--- src/rtl/pwm_mod_params.svh ---
// Constants for the analog to PWM modulator
`ifndef PWM_MOD_PARAMS_SVH
`define PWM_MOD_PARAMS_SVH
`define CLK_PERIOD_NS 10
`define TICK_TIME_MS 100
`define TICK_CYCLES ((`TICK_TIME_MS * 1000000) / `CLK_PERIOD_NS)
`define CONST_IN_RST 16'h0000
`define IN_MIN_RST 16'h0000
`define IN_MAX_RST 16'hffff
`define PERIOD_TICKS_RST 16'h0014
`define PERIOD_TICKS_MIN 16'h0002
`define MIN_PHASE_TICKS 16'h0001
`define ADDR_CTRL 12'h000
`define ADDR_CONST 12'h004
`define ADDR_MIN 12'h008
`define ADDR_MAX 12'h00c
`define ADDR_PERIOD 12'h010
`define ADDR_STATUS 12'h014
`define CTRL_SRC_BIT 0
`define STAT_OUT_BIT 0
`define STAT_FORCE_BIT 1
`define STAT_PHASE_BIT 2
`endif

--- src/rtl/pwm_mod_pkg.sv ---
// Types for the analog to PWM modulator
package pwm_mod_pkg;
  typedef enum logic [1:0] {ph_high, ph_low, ph_const} phase_e;
  typedef struct packed {
    logic fixed_src;
    logic [15:0] const_in;
    logic [15:0] in_min;
    logic [15:0] in_max;
    logic [15:0] period;
  } cfg_s;
  typedef struct packed {
    logic [3:0] pad;
    logic [39:0] num;
    logic [15:0] den;
  } div_req_s;
endpackage : pwm_mod_pkg

--- src/rtl/analog_to_pwm_modulator.sv ---
// Analog to PWM modulator with AXI4-Lite configuration
// Contract
// RULE1: Fixed source selected means the constant register replaces the analog input.
// RULE2: Input constant spans 0 to 65535, resets to zero.
// RULE3: Lower bound spans 0 to 65535, resets to zero.
// RULE4: Upper bound spans 1 to 65535, resets to 65535.
// RULE5: Period settable 0.2 s to 6553.5 s, default 2 s.
// RULE6: High time is period times (in - min) over (max - min).
// RULE7: Low time fills the rest of the period.
// RULE8: No high or low phase shorter than 0.1 s.
// RULE9: High time under 0.1 s keeps output low.
// RULE10: Low time under 0.1 s keeps output high.
// RULE11: Input above max forces high, below min forces low.
// RULE12: Phases timed in 0.1 s ticks, period starts high, sampled per period.
// RULE13: Input clamped to bounds, computed at 40-bit precision.
//
// Decided for this implementation: the register offsets and the AXI4-Lite register port.
`timescale 1ns/10ps
`include "pwm_mod_params.svh"
module analog_to_pwm_modulator #(
  parameter int TICK_CYCLES = `TICK_CYCLES
) (
  input wire logic clock, // 100 MHz clock
  input wire logic srst, // Sync reset, active high
  input wire logic [15:0] analog_in, // Internal analog value
  output logic pwm_out, // Modulated output
  input wire logic [11:0] s_axi_awaddr, // AXI write address
  input wire logic s_axi_awvalid, // AXI aw valid
  output logic s_axi_awready, // AXI aw ready
  input wire logic [31:0] s_axi_wdata, // AXI write data
  input wire logic [3:0] s_axi_wstrb, // AXI byte strobes
  input wire logic s_axi_wvalid, // AXI w valid
  output logic s_axi_wready, // AXI w ready
  output logic [1:0] s_axi_bresp, // AXI write response
  output logic s_axi_bvalid, // AXI b valid
  input wire logic s_axi_bready, // AXI b ready
  input wire logic [11:0] s_axi_araddr, // AXI read address
  input wire logic s_axi_arvalid, // AXI ar valid
  output logic s_axi_arready, // AXI ar ready
  output logic [31:0] s_axi_rdata, // AXI read data
  output logic [1:0] s_axi_rresp, // AXI read response
  output logic s_axi_rvalid, // AXI r valid
  input wire logic s_axi_rready // AXI r ready
);
  typedef struct packed {
    pwm_mod_pkg::cfg_s cfg;
    logic aw_got;
    logic [11:0] awaddr;
    logic w_got;
    logic [31:0] wdata;
    logic [3:0] wstrb;
    logic awready;
    logic wready;
    logic bvalid;
    logic [1:0] bresp;
    logic arready;
    logic rvalid;
    logic [31:0] rdata;
    logic [1:0] rresp;
    logic [31:0] tick_cnt;
    logic tick;
    pwm_mod_pkg::phase_e phase;
    logic [15:0] ph_cnt;
    logic [15:0] high_t;
    logic [15:0] low_t;
    logic [15:0] next_high;
    logic [15:0] next_low;
    logic next_force;
    logic next_level;
    logic force_r;
    logic calc_busy;
    logic div_start;
    logic [39:0] div_num;
    logic [15:0] div_den;
    logic [15:0] per_s;
    logic [15:0] ain;
    logic out;
  } st_s;

  st_s s_r, s_nxt;
  logic [39:0] quo;
  logic div_done;
  logic [15:0] sel_in;
  logic [15:0] clamped;
  logic [31:0] wmask;
  logic wr_fire;
  logic [31:0] rd_val;
  logic [1:0] rd_resp;
  logic [15:0] hi_q;

  pwm_divider #(.NW(40), .DW(16)) u_div (
    .clock(clock),
    .srst(srst),
    .start(s_r.div_start),
    .num(s_r.div_num),
    .den(s_r.div_den),
    .quo(quo),
    .done(div_done)
  );

  function automatic logic [31:0] merge(input logic [31:0] old, input logic [31:0] nw,
                                        input logic [31:0] m);
    merge = (old & ~m) | (nw & m);
  endfunction : merge

  always_comb begin
    s_nxt = s_r;
    // Same-clock source: one register stage, no synchroniser
    s_nxt.ain = analog_in;
    sel_in = s_r.cfg.fixed_src ? s_r.cfg.const_in : s_r.ain; // RULE1
    clamped = sel_in; // RULE13
    if (sel_in < s_r.cfg.in_min) begin
      clamped = s_r.cfg.in_min;
    end else if (sel_in > s_r.cfg.in_max) begin
      clamped = s_r.cfg.in_max;
    end
    // Saturate; the clamped input keeps the quotient within the period anyway
    hi_q = (quo[39:16] != 24'h000000) ? 16'hffff : quo[15:0];
    wmask = {{8{s_r.wstrb[3]}}, {8{s_r.wstrb[2]}}, {8{s_r.wstrb[1]}}, {8{s_r.wstrb[0]}}};
    wr_fire = s_r.aw_got && s_r.w_got && !s_r.bvalid;
    rd_val = 32'h00000000;
    rd_resp = 2'b00;

    // Write channel, address and data taken in either order
    s_nxt.awready = !s_r.aw_got && !s_nxt.bvalid;
    s_nxt.wready = !s_r.w_got;
    if (s_axi_awvalid && s_r.awready) begin
      s_nxt.aw_got = 1'b1;
      s_nxt.awaddr = s_axi_awaddr;
      s_nxt.awready = 1'b0;
    end
    if (s_axi_wvalid && s_r.wready) begin
      s_nxt.w_got = 1'b1;
      s_nxt.wdata = s_axi_wdata;
      s_nxt.wstrb = s_axi_wstrb;
      s_nxt.wready = 1'b0;
    end
    if (s_r.bvalid && s_axi_bready) begin
      s_nxt.bvalid = 1'b0;
    end
    if (wr_fire) begin
      s_nxt.aw_got = 1'b0;
      s_nxt.w_got = 1'b0;
      s_nxt.awready = 1'b0;
      s_nxt.wready = 1'b0;
      s_nxt.bvalid = 1'b1;
      s_nxt.bresp = 2'b00;
      case (s_r.awaddr)
        `ADDR_CTRL: s_nxt.cfg.fixed_src = s_r.wstrb[0] ? s_r.wdata[`CTRL_SRC_BIT]
                                                          : s_r.cfg.fixed_src;
        `ADDR_CONST: s_nxt.cfg.const_in = 16'(merge({16'h0000, s_r.cfg.const_in}, s_r.wdata,
                                                    wmask)); // RULE2
        `ADDR_MIN: s_nxt.cfg.in_min = 16'(merge({16'h0000, s_r.cfg.in_min}, s_r.wdata,
                                                wmask)); // RULE3
        `ADDR_MAX: begin
          rd_val = merge({16'h0000, s_r.cfg.in_max}, s_r.wdata, wmask);
          // Zero upper bound is out of range; refused with SLVERR
          if (rd_val[15:0] == 16'h0000) begin
            s_nxt.bresp = 2'b10;
          end else begin
            s_nxt.cfg.in_max = rd_val[15:0]; // RULE4
          end
        end
        `ADDR_PERIOD: begin
          rd_val = merge({16'h0000, s_r.cfg.period}, s_r.wdata, wmask);
          if (rd_val[15:0] < `PERIOD_TICKS_MIN) begin
            s_nxt.bresp = 2'b10;
          end else begin
            s_nxt.cfg.period = rd_val[15:0]; // RULE5
          end
        end
        `ADDR_STATUS: s_nxt.bresp = 2'b10;
        default: s_nxt.bresp = 2'b11;
      endcase
    end

    // Read channel
    // Cleared again: the write path borrows rd_val for merging
    rd_val = 32'h00000000;
    s_nxt.arready = !s_r.rvalid && !s_r.arready;
    if (s_r.rvalid && s_axi_rready) begin
      s_nxt.rvalid = 1'b0;
    end
    if (s_axi_arvalid && s_r.arready) begin
      s_nxt.arready = 1'b0;
      case (s_axi_araddr)
        `ADDR_CTRL: rd_val = {31'h00000000, s_r.cfg.fixed_src};
        `ADDR_CONST: rd_val = {16'h0000, s_r.cfg.const_in};
        `ADDR_MIN: rd_val = {16'h0000, s_r.cfg.in_min};
        `ADDR_MAX: rd_val = {16'h0000, s_r.cfg.in_max};
        `ADDR_PERIOD: rd_val = {16'h0000, s_r.cfg.period};
        `ADDR_STATUS: rd_val = {29'h00000000, (s_r.phase == pwm_mod_pkg::ph_high),
                                s_r.force_r, s_r.out};
        default: rd_resp = 2'b11;
      endcase
      s_nxt.rvalid = 1'b1;
      s_nxt.rdata = rd_val;
      s_nxt.rresp = rd_resp;
    end

    // 0.1 s time base
    s_nxt.tick = 1'b0; // RULE12
    if (s_r.tick_cnt == 32'(TICK_CYCLES - 1)) begin
      s_nxt.tick_cnt = 32'h00000000;
      s_nxt.tick = 1'b1;
    end else begin
      s_nxt.tick_cnt = s_r.tick_cnt + 32'h00000001;
    end

    // Background computation of the next period's split; result sampled at period start
    s_nxt.div_start = 1'b0;
    if (!s_r.calc_busy) begin
      s_nxt.calc_busy = 1'b1;
      s_nxt.per_s = s_r.cfg.period;
      if (sel_in > s_r.cfg.in_max) begin
        s_nxt.calc_busy = 1'b0;
        s_nxt.next_force = 1'b1; // RULE11
        s_nxt.next_level = 1'b1;
      end else if (sel_in < s_r.cfg.in_min || s_r.cfg.in_max <= s_r.cfg.in_min) begin
        s_nxt.calc_busy = 1'b0;
        s_nxt.next_force = 1'b1; // RULE11
        s_nxt.next_level = 1'b0;
      end else begin
        s_nxt.div_start = 1'b1; // RULE13
        s_nxt.div_num = 40'(s_r.cfg.period) * 40'(clamped - s_r.cfg.in_min);
        s_nxt.div_den = s_r.cfg.in_max - s_r.cfg.in_min;
      end
    end else if (div_done) begin
      s_nxt.calc_busy = 1'b0;
      s_nxt.next_high = hi_q; // RULE6
      s_nxt.next_low = s_r.per_s - hi_q; // RULE7
      s_nxt.next_force = 1'b0;
      if (hi_q < `MIN_PHASE_TICKS) begin
        s_nxt.next_force = 1'b1; // RULE9
        s_nxt.next_level = 1'b0;
      end else if (s_r.per_s - hi_q < `MIN_PHASE_TICKS) begin
        s_nxt.next_force = 1'b1; // RULE10
        s_nxt.next_level = 1'b1;
      end
    end

    // Phase sequencer; a forced level is re-evaluated each tick
    if (s_r.tick) begin
      case (s_r.phase)
        pwm_mod_pkg::ph_high: begin
          if (s_r.ph_cnt + 16'h0001 >= s_r.high_t) begin
            s_nxt.phase = pwm_mod_pkg::ph_low; // RULE8
            s_nxt.ph_cnt = 16'h0000;
            s_nxt.out = 1'b0; // RULE7
          end else begin
            s_nxt.ph_cnt = s_r.ph_cnt + 16'h0001;
          end
        end
        pwm_mod_pkg::ph_low: begin
          if (s_r.ph_cnt + 16'h0001 >= s_r.low_t) begin
            s_nxt.phase = pwm_mod_pkg::ph_const;
          end else begin
            s_nxt.ph_cnt = s_r.ph_cnt + 16'h0001;
          end
        end
        pwm_mod_pkg::ph_const: s_nxt.phase = pwm_mod_pkg::ph_const;
        default: s_nxt.phase = pwm_mod_pkg::ph_const;
      endcase
      if (s_nxt.phase == pwm_mod_pkg::ph_const) begin
        // Period start: take the latest computed split
        s_nxt.ph_cnt = 16'h0000; // RULE12
        s_nxt.high_t = s_r.next_high;
        s_nxt.low_t = s_r.next_low;
        s_nxt.force_r = s_r.next_force;
        if (s_r.next_force) begin
          s_nxt.out = s_r.next_level; // RULE9 RULE10 RULE11
          s_nxt.phase = pwm_mod_pkg::ph_const;
        end else begin
          s_nxt.out = 1'b1; // RULE6
          s_nxt.phase = pwm_mod_pkg::ph_high;
        end
      end
    end
  end

  always_ff @(posedge clock) begin
    if (srst) begin
      s_r <= '0;
      s_r.cfg.const_in <= `CONST_IN_RST;
      s_r.cfg.in_min <= `IN_MIN_RST;
      s_r.cfg.in_max <= `IN_MAX_RST;
      s_r.cfg.period <= `PERIOD_TICKS_RST;
      s_r.phase <= pwm_mod_pkg::ph_const;
      s_r.next_force <= 1'b1;
    end else begin
      s_r <= s_nxt;
    end
  end

  assign pwm_out = s_r.out;
  assign s_axi_awready = s_r.awready;
  assign s_axi_wready = s_r.wready;
  assign s_axi_bresp = s_r.bresp;
  assign s_axi_bvalid = s_r.bvalid;
  assign s_axi_arready = s_r.arready;
  assign s_axi_rdata = s_r.rdata;
  assign s_axi_rresp = s_r.rresp;
  assign s_axi_rvalid = s_r.rvalid;
endmodule : analog_to_pwm_modulator

--- src/rtl/pwm_divider.sv ---
// Restoring divider for the high time computation
`timescale 1ns/10ps
`include "pwm_mod_params.svh"
module pwm_divider #(
  parameter int NW = 40,
  parameter int DW = 16
) (
  input wire logic clock, // System clock
  input wire logic srst, // Sync reset
  input wire logic start, // Begin divide
  input wire logic [NW-1:0] num, // Dividend
  input wire logic [DW-1:0] den, // Divisor, nonzero
  output logic [NW-1:0] quo, // Quotient
  output logic done // One-cycle done pulse
);
  typedef struct packed {
    logic busy;
    logic done;
    logic [6:0] cnt;
    logic [NW-1:0] q;
    logic [DW:0] rem;
    logic [DW-1:0] d;
  } st_s;
  st_s s_r, s_nxt;
  logic [DW:0] trial;

  always_comb begin
    s_nxt = s_r;
    s_nxt.done = 1'b0;
    trial = '0;
    if (start && !s_r.busy) begin
      s_nxt.busy = 1'b1;
      s_nxt.cnt = 7'(NW);
      s_nxt.q = num;
      s_nxt.rem = '0;
      s_nxt.d = den;
    end else if (s_r.busy) begin
      trial = {s_r.rem[DW-1:0], s_r.q[NW-1]};
      s_nxt.q = {s_r.q[NW-2:0], 1'b0};
      if (trial >= {1'b0, s_r.d}) begin
        s_nxt.rem = trial - {1'b0, s_r.d};
        s_nxt.q[0] = 1'b1;
      end else begin
        s_nxt.rem = trial;
      end
      s_nxt.cnt = s_r.cnt - 7'h01;
      if (s_r.cnt == 7'h01) begin
        s_nxt.busy = 1'b0;
        s_nxt.done = 1'b1;
      end
    end
  end

  always_ff @(posedge clock) begin
    if (srst) begin
      s_r <= '0;
    end else begin
      s_r <= s_nxt;
    end
  end

  assign quo = s_r.q;
  assign done = s_r.done;
endmodule : pwm_divider

--- config.mk ---
export PLATFORM = sky130hd
export DESIGN_NAME = analog_to_pwm_modulator
export DESIGN_NICKNAME = d
export VERILOG_FILES = /design/src/rtl/pwm_mod_pkg.sv /design/src/rtl/analog_to_pwm_modulator.sv /design/src/rtl/pwm_divider.sv
export VERILOG_INCLUDE_DIRS = /design/src /design/src/rtl
export SDC_FILE = /design/constraint.sdc
export NUM_CORES = 2
export LEC_CHECK = 0
export BUFFER_PORTS_ARGS = -buffer_cell sky130_fd_sc_hd__buf_2
export CAP_MARGIN = 5
export CORE_AREA = 3 3 255 257
export CTS_CLUSTER_SIZE = 25
export DETAILED_ROUTE_END_ITERATION = 12
export DIE_AREA = 0 0 258 260
export MAX_ROUTING_LAYER = met4
export PLACE_DENSITY = 0.66
export REMOVE_ABC_BUFFERS = 1
export SLEW_MARGIN = 20
export SYNTH_ARGS = -nofsm -noshare
export SYNTH_HDL_FRONTEND = slang
export SYNTH_SLANG_ARGS = --single-unit
--- constraint.sdc ---
create_clock -name clock -period 14 [get_ports clock]
set_clock_uncertainty 0.2 [all_clocks]
set_input_delay 4.2 -clock clock [delete_from_list [all_inputs] [get_ports clock]]
set_output_delay 4.2 -clock clock [all_outputs]
set_load 0.05 [all_outputs]
==> summary.md <==
| Metric | Value |
|---|---|
| Run status | `complete, no violations` |
| Drt first pass iters | `5` |
| Sw Share | `37.0%` |
| Crit path DAT | `~13 ns` |
| Int Pwr | `2.59 mW` |
| Async set-or-reset flop fraction in the synthesized netlist | `0%` |
| Mapped cell area | `31,300 um^2` |
| Worst-path maximum fanout | `16` |
| Worst hold margin | `0.246 ns` |
| Worst-margin pin slew | `1.09 ns` |
| Synth Warn # | `0` |
| Nets | `4,299` |
| Final wirelength | `78,700 um` |
| Post-CTS Hold Buffers | `0` |
| Total grt overflow | `0` |
| HP Class | `reg -> reg` |
| CP Data Required Time | `about 14 ns` |
| Combinational share of power | `38.6%` |
| Post-CTS resize count | `0` |
| Main area contributors after synthesis | `dfxtp_1 (26%), fa_1 (14%), ha_1 (10%)` |
| Core area | `63,000 um^2` |
| Top-area cell type share of the netlist area | `between 20% and 30%` |
| Main synth FF type | `dfxtp_1` |
| Setup violators final | `0` |
| Placer Congestion | `0.918` |
| Total negative slack | `0 ns` |
| Final Hold Fails | `0` |
| Leakage Power | `15.2 nW` |
| Antenna Cells | `0` |
| Share of cells above drive strength 1 | `7.28%` |
| Number of buffers created by CTS | `46` |
| First-pass GRT wire length | `128,000 um` |
| Synthesized flop and latch total | `slightly above 400` |
| Worst setup EP type | `flip-flop` |
| Final Cell Area | `34,000 um^2` |
| CTS Sinks | `roughly 410` |
| Peak VDD IR | `0.0893 mV` |
| Dpl ws | `around 1.7 ns` |
| Power Density | `~120 nW/um^2` |
| CTS HTree Levels | `2` |
| Die width | `approximately 260 um` |
| IO Pins | `roughly 130` |
| CTS tree | `done` |
| Total GRT Usage | `24.0%` |
| Vias | `25,500` |
| Synth area leader | `dfxtp_1` |
| ANT nets after route | `0` |
| Antenna violations before repair | `2` |
| Drt wl/cell | `17.0 um` |
| Dpl hpwl | `58,200 um` |
| Max-cap violations | `0` |
| Fin crit period | `12.49 ns` |
| Row count | `92` |
| Placed cell areas | `32,400 um^2` |
| Final core utilization | `a little over half` |
| FMAX | `80.0 MHz` |
| EDFF count, synth | `0` |
| Clk Tree Root Cell | `clkbuf_16` |
| Non-filler cells, final | `between 4,000 and 5,000` |
| Worst path slowest cell | `dfxtp_1` |
| Cells after DPL | `4,542` |
| Clock tree buffer depth | `3` |
| Max Slew Vio Count | `0` |
| Initial core utilization | `between 40% and 50%` |
| Seq/Total Area, Yosys | `25.9%` |
| Crit path launch type | `flip-flop` |
| Synth unique cells | `80` |
| Syn-to-layout area delta | `8.35%` |
| Number of remaining DRC errors | `0` |
| RSZ-0062 raised after global routing | `no` |
| Initial drt markers | `1,425` |
| Most common cell on crit path | `fa_1` |
| Vias per cell | `5.51` |
| Commonest non-fill, non-tap cells in the layout | `nor2_1 (403), dfxtp_1 (403), inv_1 (386)` |
| Die area | `67,100 um^2` |
| Worst skew pair latency | `0.59 ns` |
| Final period util | `89.2%` |
| Clock network power share | `30.7%` |
| Post-route setup slack | `1.51 ns` |
| Die Ht | `260 um` |
| WS Path Type | `reg -> reg` |
| Critical Path Max Stage Delay | `0.82 ns` |
| Net Sw Power | `1.52 mW` |
| Fillers | `5,928` |
| I/O Buffers | `90` |
| Cells after synthesis | `3,774` |
| Largest net degree at the start of global routing | `83` |
| Headroom to the max-slew limit | `26.9%` |
| Post-Syn Area per Cell | `8.30 um^2` |
| Part of the power in registers | `30.7%` |
| Number of global-route vias before repair | `24,600` |
| Total power | `4.11 mW` |
| Clock transition at path regs | `0.06 ns` |
| Post-CTS Setup Inserts | `0` |
## worst paths after layout
check	startpoint	to	slack, ns	cells past startpoint
min	s_r[39]$_SDFFE_PP0P_	u_div.s_r[6]$_SDFFE_PP0P_	0.25	2
min reg2reg	s_r[39]$_SDFFE_PP0P_	u_div.s_r[6]$_SDFFE_PP0P_	0.25	2
max reg2reg	s_r[364]$_SDFFE_PP0P_	s_r[78]$_SDFFE_PP0P_	1.51	38
max	s_r[364]$_SDFFE_PP0P_	s_r[78]$_SDFFE_PP0P_	1.51	38
## cell usage after synthesis (6+ instances only)
cell and number:
o211ai_1 6, a211oi_1 59, a211o_1 6, nor2_1 403, and4_1 6, or3_1 13, nand4b_1 11, xnor2_1 57
nand2_1 378, nand2b_1 28, clkbuf_1 168, a311oi_1 8, mux2i_1 189, o21ai_0 110, nor2b_1 55, o21a_1 15
nor4_1 33, and2_1 112, mux2_2 15, buf_4 36, a31oi_1 22, buf_1 24, nand3_1 86, dfxtp_1 405
a21o_1 49, nor4b_1 10, ha_1 259, o311ai_0 10, o31ai_1 12, inv_1 386, nor3b_1 9, nand3b_1 23
and3_1 32, nor3_1 51, a22oi_1 30, nand4_1 23, a21oi_1 278, or2_2 14, fa_1 213, buf_2 12
xor2_1 47
## worst max-delay path: cells and delay by family (launching register included)
family	cells	cell delay [ns]
AO/OA/AOI/OAI	13	3.35
adder cells (fa/ha/maj)	9	4.22
buffers and inverters	4	0.42
flip-flops	1	0.82
multiplexers	2	0.51
AND/OR/NAND/NOR	10	2.80
## state kept, by name (all words and copies together) (netlist names), named ones only
signal / cells
pwm_out: 1
u_div.quo: 40
s_axi_rvalid: 1
s_axi_wready: 1
s_axi_rresp: 1
s_axi_bvalid: 1
u_div.s_r: 40
s_r: 266
s_axi_bresp: 2
u_div.done: 1
s_axi_awready: 1
s_axi_arready: 1
s_axi_rdata: 16
## final cells by class
| class | instances | area (um^2) | share of cell area (%) |
|---|---|---|---|
| multi-input combinational | 2757 | 20800 | 61.4 |
| clock buffer | 66 | 1330 | 3.91 |
| tap | 846 | 1060 | 3.12 |
| inverter | 387 | 1450 | 4.28 |
| clock inverter | 18 | 274 | 0.807 |
| sequential | 405 | 8110 | 23.9 |
| timing repair buffer | 147 | 888 | 2.62 |
## kinds of logic (layout without fill, tap and decap cells)
family	Yosys count	after routing	share of synthesized area [%]
and+or+nand+nor	1303	1303	19.7
buffers and inverters	627	618	7.99
other	1	16	0.0120
DFF	405	405	25.9
AOI/OAI and AO/OA	658	658	13.0
xor gates and xnor gates	104	104	2.91
adders and majority gates	472	472	23.9
muxes	204	204	6.57
## power by group through the flow
stage	sequential [mW]	combinational [mW]	clock [mW]
after floorplan	1.29	1.17	0
after global placement	1.29	1.56	0
after detailed placement	1.29	1.58	0
after CTS	1.26	1.59	1.29
after global routing	1.27	1.80	1.33
final	1.26	1.59	1.26
## per-layer routing
metal	vias up	global-route usage [%]	share of wire [%]
met4	0	6.55	2.5
met1	12100	32.4	46
li1	12600	-	-
met5	-	-	0
met2	678	37.8	45
met3	128	3.75	6.3
Note: power is estimated with default switching activity, not from simulation.
